===== src/efc_pkg.sv =====
// Contract
// (RULE_01) the enhanced feature control register lives at offset 0x09 and reads zero after reset.
// (RULE_02) bit 7 enables automatic transmit hold-off on cts or dsr, chosen by modem control bit 2.
// (RULE_03) bit 6 enables automatic receive flow control on the rts or dtr output.
// (RULE_04) with bit 5 set, a received second stop char goes into the fifo and sets status bit 4.
// (RULE_05) if rx software flow control compares the second stop char, a match is an xoff kept out of the fifo and raises xoff and special interrupts;
// the code raises the special interrupt only while bit 5 is set.
// (RULE_06) only while bit 4 is set may the guarded fields of enable, status, fifo, modem control, modem status, advanced special and sleep change.
// the code still sets guarded status bit 4 on a special char, and clears sleep once bit 4 is clear.
// (RULE_07) with auto transmit flow on and the selected input deasserted, the current character finishes and no new one starts until it reasserts.
package efc_pkg;
    localparam logic [3:0] off_interrupt_enable = 4'h1;
    localparam logic [3:0] off_advanced_special = 4'h2;
    localparam logic [3:0] off_fifo_control = 4'h3;
    localparam logic [3:0] off_modem_control = 4'h4;
    localparam logic [3:0] off_modem_status = 4'h6;
    localparam logic [3:0] off_efc = 4'h9;
    localparam logic [3:0] off_software_flow = 4'ha;
    localparam logic [3:0] off_second_stop_char = 4'hb;
    localparam logic [3:0] off_irq_status = 4'hc;
    localparam logic [3:0] off_irq_mask = 4'hd;
    localparam logic [3:0] off_sleep = 4'he;
    localparam logic [3:0] off_interrupt_status = 4'hf;
    localparam logic [7:0] efc_reset = 8'h00;
    localparam int efc_auto_cts_bit = 7;
    localparam int efc_auto_rts_bit = 6;
    localparam int efc_special_bit = 5;
    localparam int efc_unlock_bit = 4;
    localparam int mcr_select_bit = 2;
    localparam int isr_special_bit = 4;
    localparam logic [7:0] ier_guard = 8'he0;
    localparam logic [7:0] isr_guard = 8'h30;
    localparam logic [7:0] fcr_guard = 8'h30;
    localparam logic [7:0] mcr_guard = 8'hec;
    localparam logic [7:0] msr_guard = 8'h0c;
    localparam logic [7:0] asr_guard = 8'hff;
    localparam logic [1:0] rx_cmp_second = 2'h1;
    localparam logic [1:0] rx_cmp_both = 2'h3;
    localparam int irq_special = 0;
    localparam int irq_xoff = 1;
    localparam int irq_tx_done = 2;
    localparam int irq_width = 3;
endpackage : efc_pkg


===== src/efc_rx_match.sv =====
`timescale 1ns/1ns
module efc_rx_match (
    input wire logic clk,
    input wire logic rst,
    input wire logic rx_valid,
    input wire logic [7:0] rx_char,
    input wire logic [7:0] second_stop_char,
    input wire logic special_en,
    input wire logic [1:0] rx_compare,
    output logic fifo_write_q,
    output logic [7:0] fifo_char_q,
    output logic special_q,
    output logic xoff_q
);
    import efc_pkg::*;
    logic hit;
    logic flow_cmp;
    logic fifo_write_d;
    logic special_d;
    logic xoff_d;
    always_comb begin
        hit = rx_valid && (rx_char == second_stop_char);
        flow_cmp = (rx_compare == rx_cmp_second) || (rx_compare == rx_cmp_both);
        xoff_d = hit && flow_cmp; // see RULE_05
        fifo_write_d = rx_valid && !xoff_d; // see RULE_04
        special_d = hit && (special_en || flow_cmp) && special_en; // see RULE_04
    end
    always_ff @(posedge clk) begin
        if (rst) begin
            fifo_write_q <= 1'b0;
            fifo_char_q <= 8'h00;
            special_q <= 1'b0;
            xoff_q <= 1'b0;
        end else begin
            fifo_write_q <= fifo_write_d;
            fifo_char_q <= rx_char;
            special_q <= special_d;
            xoff_q <= xoff_d;
        end
    end
    kept_out_a: assert property (@(posedge clk) disable iff (rst)
        (rx_valid && rx_char == second_stop_char && flow_cmp) |=> !fifo_write_q && xoff_q)
        else $error("flow xoff reached the fifo"); // see RULE_05
    special_fifo_a: assert property (@(posedge clk) disable iff (rst)
        (rx_valid && rx_char == second_stop_char && special_en && !flow_cmp) |=> fifo_write_q && special_q)
        else $error("special char not stored or flagged"); // see RULE_04
endmodule : efc_rx_match


===== src/efc_tx_gate.sv =====
`timescale 1ns/1ns
module efc_tx_gate (
    input wire logic clk,
    input wire logic rst,
    input wire logic auto_en,
    input wire logic use_dsr,
    input wire logic cts_n,
    input wire logic dsr_n,
    input wire logic tx_req,
    input wire logic tx_busy,
    output logic tx_start_q,
    output logic held_q
);
    import efc_pkg::*;
    logic clear;
    logic start_d;
    logic held_d;
    always_comb begin
        clear = use_dsr ? !dsr_n : !cts_n; // see RULE_02
        held_d = auto_en && !clear; // see RULE_07
        start_d = tx_req && !tx_busy && !held_d && !tx_start_q;
    end
    always_ff @(posedge clk) begin
        if (rst) begin
            tx_start_q <= 1'b0;
            held_q <= 1'b0;
        end else begin
            tx_start_q <= start_d;
            held_q <= held_d;
        end
    end
    hold_off_a: assert property (@(posedge clk) disable iff (rst)
        (auto_en && (use_dsr ? dsr_n : cts_n)) |=> !tx_start_q)
        else $error("character started while flow held"); // see RULE_07
endmodule : efc_tx_gate


===== src/efc_top.sv =====
// Design decision made here: the Avalon-MM slave port.
`timescale 1ns/1ns
module efc_top (
    input wire logic clk,
    input wire logic rst,
    input wire logic [3:0] avs_address,
    input wire logic avs_read,
    input wire logic avs_write,
    input wire logic [31:0] avs_writedata,
    output logic [31:0] avs_readdata,
    output logic avs_waitrequest,
    input wire logic rx_valid,
    input wire logic [7:0] rx_char,
    input wire logic rx_above_trigger,
    input wire logic cts_n,
    input wire logic dsr_n,
    input wire logic tx_req,
    input wire logic tx_busy,
    input wire logic tx_done,
    output logic tx_start,
    output logic tx_held,
    output logic rts_n,
    output logic dtr_n,
    output logic fifo_write,
    output logic [7:0] fifo_char,
    output logic sleep_on,
    output logic irq
);
    import efc_pkg::*;
    // ----------------------------------------
    // registers
    // ----------------------------------------
    logic [7:0] efc_q, efc_d;
    logic [7:0] ier_q, ier_d;
    logic [7:0] asr_q, asr_d;
    logic [7:0] fcr_q, fcr_d;
    logic [7:0] mcr_q, mcr_d;
    logic [7:0] msr_q, msr_d;
    logic [7:0] isr_q, isr_d;
    logic [3:0] sfc_q, sfc_d;
    logic [7:0] ssc_q, ssc_d;
    logic [irq_width-1:0] ist_q, ist_d;
    logic [irq_width-1:0] imask_q, imask_d;
    logic sleep_q, sleep_d;
    logic [31:0] rdata_q, rdata_d;
    logic ack_q, ack_d;
    logic rts_q, rts_d;
    logic rtsn_q, rtsn_d;
    logic dtrn_q, dtrn_d;
    logic irq_q, irq_d;
    logic special, xoff;
    logic wr, rd;

    function automatic logic [7:0] guarded(input logic [7:0] old, input logic [7:0] nw,
                                           input logic [7:0] g, input logic unlock);
        guarded = unlock ? nw : ((old & g) | (nw & ~g)); // see RULE_06
    endfunction : guarded

    // ----------------------------------------
    // bus slave: one wait cycle per access
    // ----------------------------------------
    always_comb begin
        wr = avs_write && ack_q;
        rd = avs_read && !ack_q;
        ack_d = (avs_read || avs_write) && !ack_q;
        efc_d = efc_q;
        ier_d = ier_q;
        asr_d = asr_q;
        fcr_d = fcr_q;
        mcr_d = mcr_q;
        msr_d = msr_q;
        isr_d = isr_q;
        sfc_d = sfc_q;
        ssc_d = ssc_q;
        imask_d = imask_q;
        sleep_d = sleep_q;
        ist_d = ist_q;
        if (wr) begin
            unique case (avs_address)
                off_efc: efc_d = avs_writedata[7:0];
                off_interrupt_enable: ier_d = guarded(ier_q, avs_writedata[7:0], ier_guard, efc_q[efc_unlock_bit]);
                off_advanced_special: asr_d = guarded(asr_q, avs_writedata[7:0], asr_guard, efc_q[efc_unlock_bit]);
                off_fifo_control: fcr_d = guarded(fcr_q, avs_writedata[7:0], fcr_guard, efc_q[efc_unlock_bit]);
                off_modem_control: mcr_d = guarded(mcr_q, avs_writedata[7:0], mcr_guard, efc_q[efc_unlock_bit]);
                off_modem_status: msr_d = guarded(msr_q, avs_writedata[7:0], msr_guard, efc_q[efc_unlock_bit]);
                off_interrupt_status: isr_d = guarded(isr_q, avs_writedata[7:0], isr_guard, efc_q[efc_unlock_bit]);
                off_software_flow: sfc_d = avs_writedata[3:0];
                off_second_stop_char: ssc_d = avs_writedata[7:0];
                off_irq_mask: imask_d = avs_writedata[irq_width-1:0];
                off_sleep: if (efc_q[efc_unlock_bit]) begin
                    sleep_d = avs_writedata[0]; // see RULE_06
                end
                off_irq_status: ist_d = ist_q & ~avs_writedata[irq_width-1:0];
                default: ;
            endcase
        end
        if (!efc_q[efc_unlock_bit]) begin
            sleep_d = 1'b0; // see RULE_06
        end
        if (special) begin
            isr_d[isr_special_bit] = 1'b1; // see RULE_04
        end
        ist_d[irq_special] = ist_d[irq_special] | special;
        ist_d[irq_xoff] = ist_d[irq_xoff] | xoff;
        ist_d[irq_tx_done] = ist_d[irq_tx_done] | tx_done;
        rdata_d = 32'h0000_0000;
        if (rd) begin
            unique case (avs_address)
                off_efc: rdata_d = {24'h00_0000, efc_q};
                off_interrupt_enable: rdata_d = {24'h00_0000, ier_q};
                off_advanced_special: rdata_d = {24'h00_0000, asr_q};
                off_fifo_control: rdata_d = {24'h00_0000, fcr_q};
                off_modem_control: rdata_d = {24'h00_0000, mcr_q};
                off_modem_status: rdata_d = {24'h00_0000, msr_q};
                off_interrupt_status: rdata_d = {24'h00_0000, isr_q};
                off_software_flow: rdata_d = {28'h000_0000, sfc_q};
                off_second_stop_char: rdata_d = {24'h00_0000, ssc_q};
                off_irq_status: rdata_d = {29'h0000_0000, ist_q};
                off_irq_mask: rdata_d = {29'h0000_0000, imask_q};
                off_sleep: rdata_d = {31'h0000_0000, sleep_q};
                default: rdata_d = 32'h0000_0000;
            endcase
        end
        rts_d = !(efc_q[efc_auto_rts_bit] && rx_above_trigger); // see RULE_03
        rtsn_d = mcr_d[mcr_select_bit] ? 1'b1 : rts_d; // see RULE_03
        dtrn_d = mcr_d[mcr_select_bit] ? rts_d : 1'b1; // see RULE_03
        irq_d = |(ist_d & imask_d);
    end

    always_ff @(posedge clk) begin
        if (rst) begin
            efc_q <= efc_reset; // see RULE_01
            ier_q <= 8'h00;
            asr_q <= 8'h00;
            fcr_q <= 8'h00;
            mcr_q <= 8'h00;
            msr_q <= 8'h00;
            isr_q <= 8'h00;
            sfc_q <= 4'h0;
            ssc_q <= 8'h00;
            ist_q <= '0;
            imask_q <= '0;
            sleep_q <= 1'b0;
            rdata_q <= 32'h0000_0000;
            ack_q <= 1'b0;
            rts_q <= 1'b1;
            rtsn_q <= 1'b1;
            dtrn_q <= 1'b1;
            irq_q <= 1'b0;
        end else begin
            efc_q <= efc_d;
            ier_q <= ier_d;
            asr_q <= asr_d;
            fcr_q <= fcr_d;
            mcr_q <= mcr_d;
            msr_q <= msr_d;
            isr_q <= isr_d;
            sfc_q <= sfc_d;
            ssc_q <= ssc_d;
            ist_q <= ist_d;
            imask_q <= imask_d;
            sleep_q <= sleep_d;
            rdata_q <= rdata_d;
            ack_q <= ack_d;
            rts_q <= rts_d;
            rtsn_q <= rtsn_d;
            dtrn_q <= dtrn_d;
            irq_q <= irq_d;
        end
    end

    always_comb begin
        avs_readdata = rdata_q;
        avs_waitrequest = !ack_q;
        sleep_on = sleep_q;
        irq = irq_q;
        rts_n = rtsn_q; // see RULE_03
        dtr_n = dtrn_q; // see RULE_03
    end

    // ----------------------------------------
    // receive match and transmit gate
    // ----------------------------------------
    efc_rx_match u_rx (
        .clk(clk),
        .rst(rst),
        .rx_valid(rx_valid),
        .rx_char(rx_char),
        .second_stop_char(ssc_q),
        .special_en(efc_q[efc_special_bit]),
        .rx_compare(sfc_q[1:0]),
        .fifo_write_q(fifo_write),
        .fifo_char_q(fifo_char),
        .special_q(special),
        .xoff_q(xoff)
    );
    efc_tx_gate u_tx (
        .clk(clk),
        .rst(rst),
        .auto_en(efc_q[efc_auto_cts_bit]),
        .use_dsr(mcr_q[mcr_select_bit]),
        .cts_n(cts_n),
        .dsr_n(dsr_n),
        .tx_req(tx_req),
        .tx_busy(tx_busy),
        .tx_start_q(tx_start),
        .held_q(tx_held)
    );

    // ----------------------------------------
    // checks
    // ----------------------------------------
    reset_zero_a: assert property (@(posedge clk) $past(rst) |-> efc_q == efc_reset)
        else $error("feature register not zero after reset"); // see RULE_01
    locked_write_a: assert property (@(posedge clk) disable iff (rst)
        (wr && avs_address == off_modem_control && !efc_q[efc_unlock_bit]) |=> ((mcr_q ^ $past(mcr_q)) & mcr_guard) == 8'h00)
        else $error("guarded field changed while locked"); // see RULE_06
    sleep_lock_a: assert property (@(posedge clk) disable iff (rst)
        sleep_q |-> $past(efc_q[efc_unlock_bit]))
        else $error("sleep without unlock"); // see RULE_06
    special_flag_a: assert property (@(posedge clk) disable iff (rst)
        special |=> isr_q[isr_special_bit] && ist_q[irq_special])
        else $error("special detect not flagged"); // see RULE_04
    xoff_flag_a: assert property (@(posedge clk) disable iff (rst)
        xoff |=> ist_q[irq_xoff])
        else $error("xoff not flagged"); // see RULE_05
    rts_off_a: assert property (@(posedge clk) disable iff (rst)
        !efc_q[efc_auto_rts_bit] |=> rts_q)
        else $error("rts driven with auto flow off"); // see RULE_03
    answer_a: assert property (@(posedge clk) disable iff (rst)
        (avs_read && avs_waitrequest) |=> !avs_waitrequest)
        else $error("bus answer late");
    irq_level_a: assert property (@(posedge clk) disable iff (rst)
        irq == |(ist_q & imask_q))
        else $error("interrupt out of step");
    special_c: cover property (@(posedge clk) disable iff (rst) special && !xoff);
    xoff_c: cover property (@(posedge clk) disable iff (rst) xoff);
    held_c: cover property (@(posedge clk) disable iff (rst) tx_held && tx_req);
    irq_c: cover property (@(posedge clk) disable iff (rst) irq);
endmodule : efc_top


===== config.mk =====
export PLATFORM = sky130hd
export DESIGN_NAME = efc_top
export DESIGN_NICKNAME = d
export VERILOG_FILES = /design/src/efc_pkg.sv /design/src/efc_rx_match.sv /design/src/efc_tx_gate.sv /design/src/efc_top.sv
export SDC_FILE = /design/constraint.sdc
export NUM_CORES = 1
export LEC_CHECK = 0
export BUFFER_PORTS_ARGS = -buffer_cell sky130_fd_sc_hd__buf_2
export CORE_MARGIN = 2
export CORE_UTILIZATION = 30
export DETAILED_ROUTE_END_ITERATION = 8
export GPL_TIMING_DRIVEN = 0
export SKIP_LAST_GASP = 1
export SLEW_MARGIN = 20
export SYNTH_ARGS = -nofsm -noshare
export SYNTH_HDL_FRONTEND = slang
export SYNTH_SLANG_ARGS = --single-unit

===== constraint.sdc =====
create_clock -name clk -period 1.9 [get_ports clk]
set_clock_uncertainty 0.2 [all_clocks]
set_input_delay 0.475 -clock clk [delete_from_list [all_inputs] [get_ports clk]]
set_output_delay 0.475 -clock clk [all_outputs]
set_load 0.02 [all_outputs]

==> results of run 1 <==
[final cells by class]
cell class,instances,area [um^2],area share
Tap cell,188,235,0.0424
Inverter,7,26.3,0.00473
Clock buffer,12,246,0.0444
Sequential cell,100,2000,0.361
Clock inverter,4,72.6,0.0131
Buffer,65,383,0.0690
Timing Repair Buffer,48,240,0.0433
Multi-Input combinational cell,370,2350,0.423
[kinds of logic after synthesis]
kind of cell | share of synthesized area
flip-flops | 0.436
multiplexers | 0.120
other | 0.000817
buffers and inverters | 0.0856
AND/OR/NAND/NOR | 0.189
XOR/XNOR | 0.0153
AO/OA/AOI/OAI | 0.154
[synth_stat cells (2+ instances only)]
library cell  count
mux2_2            6
a32oi_1           4
buf_4            25
a21oi_1          36
nand2_1          38
nand3_1          21
o21ai_0          34
a22oi_1           3
a31o_2            2
nand2b_1          3
and2_1            7
mux2i_1          46
nand3b_1          3
buf_2            14
dfxtp_1         100
nor3_1            4
xnor2_1           8
nand4_1           2
clkbuf_1         25
nor2b_1          18
inv_1             7
a31oi_1           8
and3_1            6
nand4b_1          3
a21o_1            4
a221oi_1          2
and3b_1           4
nor3b_1           2
a22o_1           10
a32o_1            3
nor2_1           53
[layer usage]
metal	part of all wire	vias up	GRT usage
li1	-	1929	-
met1	0.45	1957	0.241
met2	0.44	191	0.261
met3	0.071	40	0.0367
met4	0.038	0	0.0931
met5	0	-	0
[layout by cell type (no fill, tap or decap), drive strengths merged, types with 2 or more instances in the layout]
master and instances:
nand2b 3, nor3 4, a22o 10, and3b 4, conb 24, and3 6
nand3b 3, clkbuf 37, a21oi 36, a32oi 4, and2 7, mux2 6
inv 7, nand2 38, nor3b 2, buf 88, nand4b 3, dfxtp 100
a31o 2, o21ai 34, nor2b 18, a221oi 2, a32o 3, nor2 54
a22oi 3, mux2i 46, bufinv 2, nand3 21, a21o 4, nand4 3
xnor2 8, a31oi 8
[repair_timing]
action,in CTS,in global routing
buffers inserted,0,0
pin swaps,1,1
gates resized for setup,11,18
setup endpoints to repair,56,27
[registers in the layout, indices dropped and copies added, names as in the netlist, 8 cells and up]
register / flops
asr_q: 8
avs_readdata: 8
efc_q: 8
fcr_q: 8
ier_q: 8
isr_q: 8
mcr_q: 8
msr_q: 8
ssc_q: 8
u_rx.fifo_char_q: 8
[worst max-delay path, delay by kind of cell]
family / cells / cell delay, ps
AND/OR/NAND/NOR: 1 / 300
AO/OA/AOI/OAI: 3 / 680
buffers and inverters: 3 / 480
[through the flow]
step	util	setup WS (ps)	TNS, ps	total power [mW]
final	0.368	5.05	0	4.56
after global routing	0.368	-37.8	-43.4	4.72
after CTS	0.365	9.11	0	4.57
after detailed placement	0.341	-538	-34320	2.58
after global placement	0.341	-600	-32360	2.58
after floorplan	-	24.0	0	2.45
[power groups by stage]
| stage | registers, mW | clock network (mW) | logic [mW] |
|---|---|---|---|
| 2_1_floorplan | 2.19 | 0 | 0.260 |
| 3_3_place_gp | 2.17 | 0 | 0.407 |
| 3_5_place_dp | 2.17 | 0 | 0.408 |
| 4_1_cts | 2.13 | 2.03 | 0.414 |
| 5_1_grt | 2.13 | 2.13 | 0.462 |
| 6_report | 2.13 | 2.00 | 0.430 |
[worst min-delay path by stage]
stage                     start        to  slack, ps  depth (start not counted)
2_1_floorplan          efc_q[6]     rts_n        210                          1
3_3_place_gp     u_rx.special_q  isr_q[4]        260                          2
3_5_place_dp     u_rx.special_q  isr_q[4]        260                          2
4_1_cts        rx_above_trigger     rts_n        130                          2
5_1_grt        rx_above_trigger     dtr_n        140                          2
6_report       rx_above_trigger     rts_n        130                          2
==> metrics.txt, run 1 <==
post-synth cell types 50; share of flip-flops with an asynchronous set or reset 0; Total Nets Final roughly 660; CTS buffer count 9; critical path peak fanout 10; Design Area, Final ~0.0056 mm^2; switching power of the nets approximately 1.1 mW; crit path launch avs_address[2]; Post-synth EDFFs 0; Final ANT Viol Nets 0; Power Density 821 mW/mm^2; syn_area_per_cell just under 9 um^2; hold crit path type in2reg; share of the synthesized area in the top cell type 0.436; Slew Viols, Final 0; largest net degree at the start of global routing 16; via count about 4100; DR iter-0 viols ~340; Initial Utilization 0.304; crit path DAT around 2000 ps; first-pass GRT wire length about 22000 um; Inst Count DP roughly 780; final-report setup violation count 0; cell at the slowest stage of the critical path nor2_1; Comb pwr share 0.094; number of global-route vias before repair around 3800; Root Buffer clkbuf_16; Port Buffers 48; Worst Hold Slack approximately 130 ps; Worst R2R Start ack_q; number of fill cells 1533; die area around 0.016 mm^2; Area Growth Syn to Fin 20.9%; crit-path max cell delay around 300 ps; R2R setup slack 100 ps; CTS max path bufs 2; worst vdd ir about 430 uV; Core ar. about 0.015 mm^2; synthesized flop and latch total 100; Final Wtd Congestion about 0.95; Setup crit end kind flip-flop; run status completed; crit path to avs_readdata[2]; layout cells sized above 1 0.218; worst reg2reg endpoint irq; Setup CP Type in2reg; TritonCTS clock tree done; RSZ-0062 raised after global routing yes; Max Freq ~530 MHz; Top FF cell, synth dfxtp_1; Crit path top cell by count buf_2; die width approximately 130 um; Ant. Diodes 0; switching share of power 0.244; cts hold-fix bufs 0; period utilization 0.997; die height approximately 130 um; power share of the clock group 0.439; fin cells roughly 790; fin crit period around 1900 ps; Top Ports 103; Tightest Pin Transition 707 ps; initial antenna violation count 0; Max Cap Viol 0; Clock Sinks 100; Worst Setup Start Kind input port; synth top area cells dfxtp_1 44%, mux2i_1 10%, nor2_1 4.3%, buf_4 4.1%, a21oi_1 3.9%; Pleak about 2.4 nW; r2r worst-path depth 5; sequential fraction of design power 0.467; # DRC 0; sequential fraction of the synthesis area 0.436; Clock Latency Late Sink between 300 and 400 ps; required time worst endpoint 1960 ps; WL final roughly 14000 um; Rows 45; Slew HR 0.529; GRT overflow 0; 1st-pass router iterations 5; Hold Vio Cnt, Final 0; Worst-path clk slew approximately 70 ps; area leader, netlist dfxtp_1; synthesized netlist cell count 520; drt wl/cell roughly 18 um; CTS H-tree lvls 3; Yosys warnings 0; dpl cell area 0.00515 mm^2; overall global routing resource usage 0.176; DP HPWL around 10000 um; mapped cell area 0.00459 mm^2; critical-path cell list buf_2 -> buf_2 -> buf_4 -> nor2_1 -> a32oi_1 -> a22o_1 -> a21oi_1; Internal approximately 3.4 mW; DR vias/cell between 5 and 6
(Power assumes the default switching activity.)
==> run 2, diff against run 1 <==
SETUP_SLACK_MARGIN = 0.5   (was default)
==> metrics.txt, run 2 (synthesis gave the netlist of run 1 again) <==
fin crit period 1710 ps (-189 ps); die width 128 um (unchanged); most frequent cells in the layout 74 x dfxtp_1, 57 x buf_4, 45 x nor2_1; Worst Setup Start Kind input port; required time worst endpoint 1930 ps (-30 ps); CTS buffer count 9 (unchanged); WL final 15600 um (+10%); # DRC 0 (unchanged); DR vias/cell 5.13 (-1.1%); Initial Utilization 0.304 (unchanged); Setup crit end kind flip-flop; die height 128 um (unchanged); initial antenna violation count 0 (unchanged); GRT overflow 0 (unchanged); DR iter-0 viols 353 (+2.9%); period utilization 0.898 (-0.0995); Area Growth Syn to Fin 54.9%; final-report setup violation count 0 (unchanged); CTS max path bufs 2 (unchanged); pre-CTS WS -272 ps (+266 ps); Max Freq 586 MHz (+11%); Core ar. 0.0151 mm^2 (unchanged); Worst-path clk slew 70 ps (about the same); Setup CP Type in2reg; Final ANT Viol Nets 0 (unchanged); TritonCTS clock tree done; Slew Viols, Final 0 (unchanged); Port Buffers 48 (unchanged); number of global-route vias before repair 4233 (+13%); first-pass GRT wire length 23300 um (+8.1%); Max Cap Viol 0 (unchanged); die area 0.0163 mm^2 (unchanged); largest net degree at the start of global routing 17 (+1); Power Density 692 mW/mm^2 (-16%); Top Ports 103 (unchanged); run status completed; Root Buffer clkbuf_16; Final Wtd Congestion 0.905 (-4.7%); Ant. Diodes 0 (unchanged); layout cells sized above 1 0.486 (+0.269); DP HPWL 10500 um (+1.3%); number of fill cells 1399 (-8.7%); Clock Latency Late Sink 350 ps (about the same); Hold Vio Cnt, Final 0 (unchanged); Tightest Pin Transition 627 ps (-80.0 ps); cts hold-fix bufs 0 (unchanged); worst vdd ir 420 uV (-3.0%); Total Nets Final 708 (+7.9%); via count 4337 (+5.3%); RSZ-0062 raised after global routing yes; Clock Sinks 100 (unchanged); total negative slack 0 ps (unchanged); Rows 45 (unchanged); drt wl/cell 18.5 um (+3.5%); crit path DAT 1740 ps (-210 ps); Final WS setup 194 ps (+189 ps); most common cell after layout, fill and taps aside dfxtp_1; critical path peak fanout 5 (-5); hold crit path type in2reg; overall global routing resource usage 0.186 (+0.0101); CTS H-tree lvls 3 (unchanged); Pwr Total 4.92 mW (+8.1%); 1st-pass router iterations 7 (+2); Slew HR 0.582 (+0.0533); Pleak 2.92 nW (+23%)
==> run 2: critical path, cell delays in order <==
cell      delay (ps)
buf_12           110
buf_8            120
buf_4            130
and4bb_4         320
buf_4            150
and2_4           170
mux2i_1          200
nor2_1            60
==> run 2: metrics by stage <==
stage                     utilization  hold slack (ps)  instance area, um^2  std cells
after floorplan                     -              214                 5010        543
after global placement          0.364              263                 5490        779
after detailed placement        0.364              267                 5490        779
after CTS                       0.444              147                 6700        833
after global routing            0.471              146                 7110        846
final                           0.471              148                 7110        846
==> run 2: layer usage <==
layer | global-route usage | share of wire | vias up | wire length [um]
met3 | 0.0409 | 0.064 | 40 | 992
li1 | - | - | 2048 | -
met5 | 0 | 0 | - | 0
met1 | 0.242 | 0.43 | 2068 | 6670
met4 | 0.0834 | 0.036 | 0 | 561
met2 | 0.297 | 0.47 | 181 | 7390
==> run 2: area by class of cell <==
cell class	count	area, um^2	area share
Clock inverter	7	115	0.0162
Multi-Input combinational cell	370	2900	0.408
Timing Repair Buffer	99	933	0.131
Sequential cell	100	2040	0.287
Tap cell	188	235	0.0331
Clock buffer	9	225	0.0317
Inverter	7	30.0	0.00422
Buffer	66	627	0.0881
==> run 2: final timing paths <==
| path | cells past startpoint | to | slack, ps | start |
|---|---|---|---|---|
| hold / removal | 2 | dtr_n | 150 | rx_above_trigger |
| setup / recovery | 8 | msr_q[3] | 190 | avs_address[3] |
| hold reg to reg | 2 | isr_q[2] | 280 | isr_q[2] |
| setup reg to reg | 4 | avs_readdata[4] | 240 | ssc_q[4] |
==> run 2: timing repair <==
item,in CTS,in global routing
pin swaps,31,27
resized for setup,168,85
setup buffers,37,12
cloned,1,1
endpoints found under the setup margin,112,111
==> run 2: where the power goes <==
part / internal [mW] / switching (mW) / leakage, nW
registers: 2.11 / 0.0154 / 0.818
logic: 0.308 / 0.377 / 1.94
clock network: 1.28 / 0.827 / 0.161
total: 3.71 / 1.22 / 2.92
==> run 3, diff against run 2 <==
ABC_AREA = 1   (was default)
==> metrics.txt, run 3 <==
hold crit path type in2reg; Core ar. 0.0150 mm^2 (-0.37%); share of flip-flops with an asynchronous set or reset 0 (unchanged); Power Density 624 mW/mm^2 (-9.9%); initial antenna violation count 0 (unchanged); Ant. Diodes 0 (unchanged); most common cell after layout, fill and taps aside nand2_1; DP HPWL 10200 um (-2.9%); cts hold-fix bufs 0 (unchanged); Max Freq 613 MHz (+4.5%); drt wl/cell 17.7 um (-4.1%); critical-path cell list buf_12 -> nand2_8 -> clkinv_8 -> buf_12 -> buf_16 -> nand3_4 -> nor2_2 -> a21oi_1 -> nor3_1; layout cells sized above 1 0.499 (+0.0130); Crit path top cell by count buf_12; syn_area_per_cell 7.16 um^2 (-19%); CTS H-tree lvls 3 (unchanged); crit path DAT 1640 ps (-100 ps); mapped cell area 0.00456 mm^2 (-0.76%); switching share of power 0.279 (+0.0318); critical path peak fanout 7 (+2); switching power of the nets 1.32 mW (+7.9%); Comb pwr share 0.158 (+0.019); power share of the clock group 0.389 (-0.039); Pwr Total 4.71 mW (-4.3%); most frequent cells in the layout 86 x nand2_1, 70 x dfxtp_1, 53 x buf_4; TritonCTS clock tree done; list of most frequent post-synthesis cells 136 x nand2_1, 100 x dfxtp_1, 75 x nor2_1; crit-path max cell delay 360 ps (+40 ps); 1st-pass router iterations 5 (-2); run status completed; DR iter-0 viols 363 (+2.8%); WHS Path Cells 3 (+1); Port Buffers 52 (+8.3%); Setup CP Type reg2reg; RSZ-0062 raised after global routing yes; Slew Viols, Final 0 (unchanged); Setup crit end kind flip-flop; Slew HR 0.422 (-0.160); Root Buffer clkbuf_16; number of fill cells 1278 (-8.6%); Post-synth EDFFs 0 (unchanged); die height 127 um (-0.37%); Tightest Pin Transition 868 ps (+240 ps); Initial Utilization 0.303 (-0.00119); Yosys warnings 0 (unchanged); met1 Use GR 0.224 (-0.0186); largest net degree at the start of global routing 17 (unchanged); GRT overflow 0 (unchanged); grt met2 use 0.324 (+0.0272); Worst Setup Start Kind flip-flop; r2r worst-path depth 9 (+5); Clock Sinks 100 (unchanged); Internal 3.39 mW (-8.4%); area leader, netlist dfxtp_1; cell at the slowest stage of the critical path dfxtp_4; required time worst endpoint 1910 ps (-20 ps); CTS max path bufs 2 (unchanged); via count 4938 (+14%); die area 0.0162 mm^2 (-0.73%); Max Cap Viol 0 (unchanged); count leader, synth nand2_1; Final ANT Viol Nets 0 (unchanged); first-pass GRT wire length 23000 um (-1.3%); Area Growth Syn to Fin 65.7%; # DRC 0 (unchanged); sequential fraction of the synthesis area 0.439 (+0.00335); GRT busiest layer met2; post-synth cell types 31 (-38%); WL final 17300 um (+11%); worst vdd ir 509 uV (+21%); period utilization 0.859 (-0.0389); Pleak 3.09 nW (+5.9%); DR vias/cell 5.04 (-1.6%); fin crit period 1630 ps (-73.9 ps); sequential fraction of design power 0.454 (+0.022); Final Wtd Congestion 0.868 (-4.2%); CTS buffer count 9 (unchanged); Hold Vio Cnt, Final 0 (unchanged); Clock Latency Late Sink 360 ps (about the same); synthesized flop and latch total 100 (unchanged); GR Util met3 0.0310 (-0.00991); Final Core Density 0.502 (+0.0309); share of the synthesized area in the top cell type 0.439 (+0.00335); Top Ports 103 (unchanged); Top FF cell, synth dfxtp_1; die width 127 um (-0.37%); synthesized netlist cell count 636 (+22%); final-report setup violation count 0 (unchanged); overall global routing resource usage 0.187 (+0.000281); Rows 45 (unchanged); Worst-path clk slew 70 ps (about the same); number of global-route vias before repair 4265 (+0.76%); synth top area cells dfxtp_1 44%, nand2_1 11%, a21oi_1 7.5%, nand3_1 6.9%, nor2_1 6.2%; Total Nets Final 841 (+19%)
==> run 3: cell count changes in the layout (fill, tap and decap cells not counted), sizes merged, moves of 19 or more <==
cell / before / now
a21oi: 36 / 69
inv: 6 / 53
mux2i: 46 / 0
nand2: 38 / 144
nand3: 21 / 64
nor2: 54 / 88
o21ai: 34 / 53
==> run 3: layout make-up <==
cell class | instances | area (um^2) | share of cell area
inverters | 56 | 273 | 0.0361
multi-input cells | 459 | 3070 | 0.407
well taps | 188 | 235 | 0.0312
clock buffers | 12 | 256 | 0.0340
repair buffers | 114 | 1200 | 0.160
repair inverters | 1 | 16.3 | 0.00215
flip-flops and latches | 100 | 2040 | 0.270
plain buffers | 45 | 418 | 0.0554
clock inverters | 4 | 33.8 | 0.00447
==> run 3: critical path, delay by kind of cell (launching register included) <==
family / cells / cell delay, ps
buf+inv: 4 / 480
simple gates: 4 / 250
compound gates: 1 / 180
flops: 1 / 360
==> run 3: routing by layer <==
metal | routed length, um | vias up
li1 | - | 2325
met1 | 6510 | 2289
met2 | 8520 | 249
met3 | 1160 | 75
met4 | 1130 | 0
met5 | 0 | -
==> run 3: logic make-up (layout without fill, tap and decap cells) <==
| kind of cell | Yosys count | in the layout | share of synthesized area |
|---|---|---|---|
| other | 1 | 24 | 0.000823 |
| XOR/XNOR | 2 | 2 | 0.00385 |
| AND/OR/NAND/NOR | 304 | 305 | 0.299 |
| AO/OA/AOI/OAI | 128 | 128 | 0.146 |
| flip-flops | 100 | 100 | 0.439 |
| buffers and inverters | 101 | 232 | 0.112 |
==> run 3: per-stage QoR <==
stage	instance area [um^2]	hold WS, ps	instances	setup TNS (ps)	worst slack, ps
final	7550	132	979	0	268
after detailed placement	5360	239	899	-2870	-328
after CTS	6510	129	948	0	343
after global placement	5360	235	899	-2980	-336
after global routing	7550	158	979	0	211
after floorplan	4860	224	659	0	382
==> run 3: worst paths after layout <==
path	startpoint	end	slack (ps)
worst max-delay path	ack_q	sleep_on	270
worst min-delay path	rx_char[7]	u_rx.fifo_char_q[7]	130
worst min register to register	asr_q[6]	asr_q[6]	250
worst max register to register	ack_q	sleep_on	270
==> run 3: repair_timing <==
item	4_1_cts	5_1_grt
endpoints found under the setup margin	106	108
pin swaps	27	69
cloned	7	3
gates resized for setup	179	199
setup buffers	26	28
==> run 3: power by group through the flow <==
stage,clock network [mW],registers (mW),logic [mW]
after floorplan,0,2.19,0.284
after CTS,1.84,2.13,0.599
after global routing,1.90,2.14,0.775
after global placement,0,2.18,0.454
after detailed placement,0,2.18,0.453
final,1.83,2.14,0.743
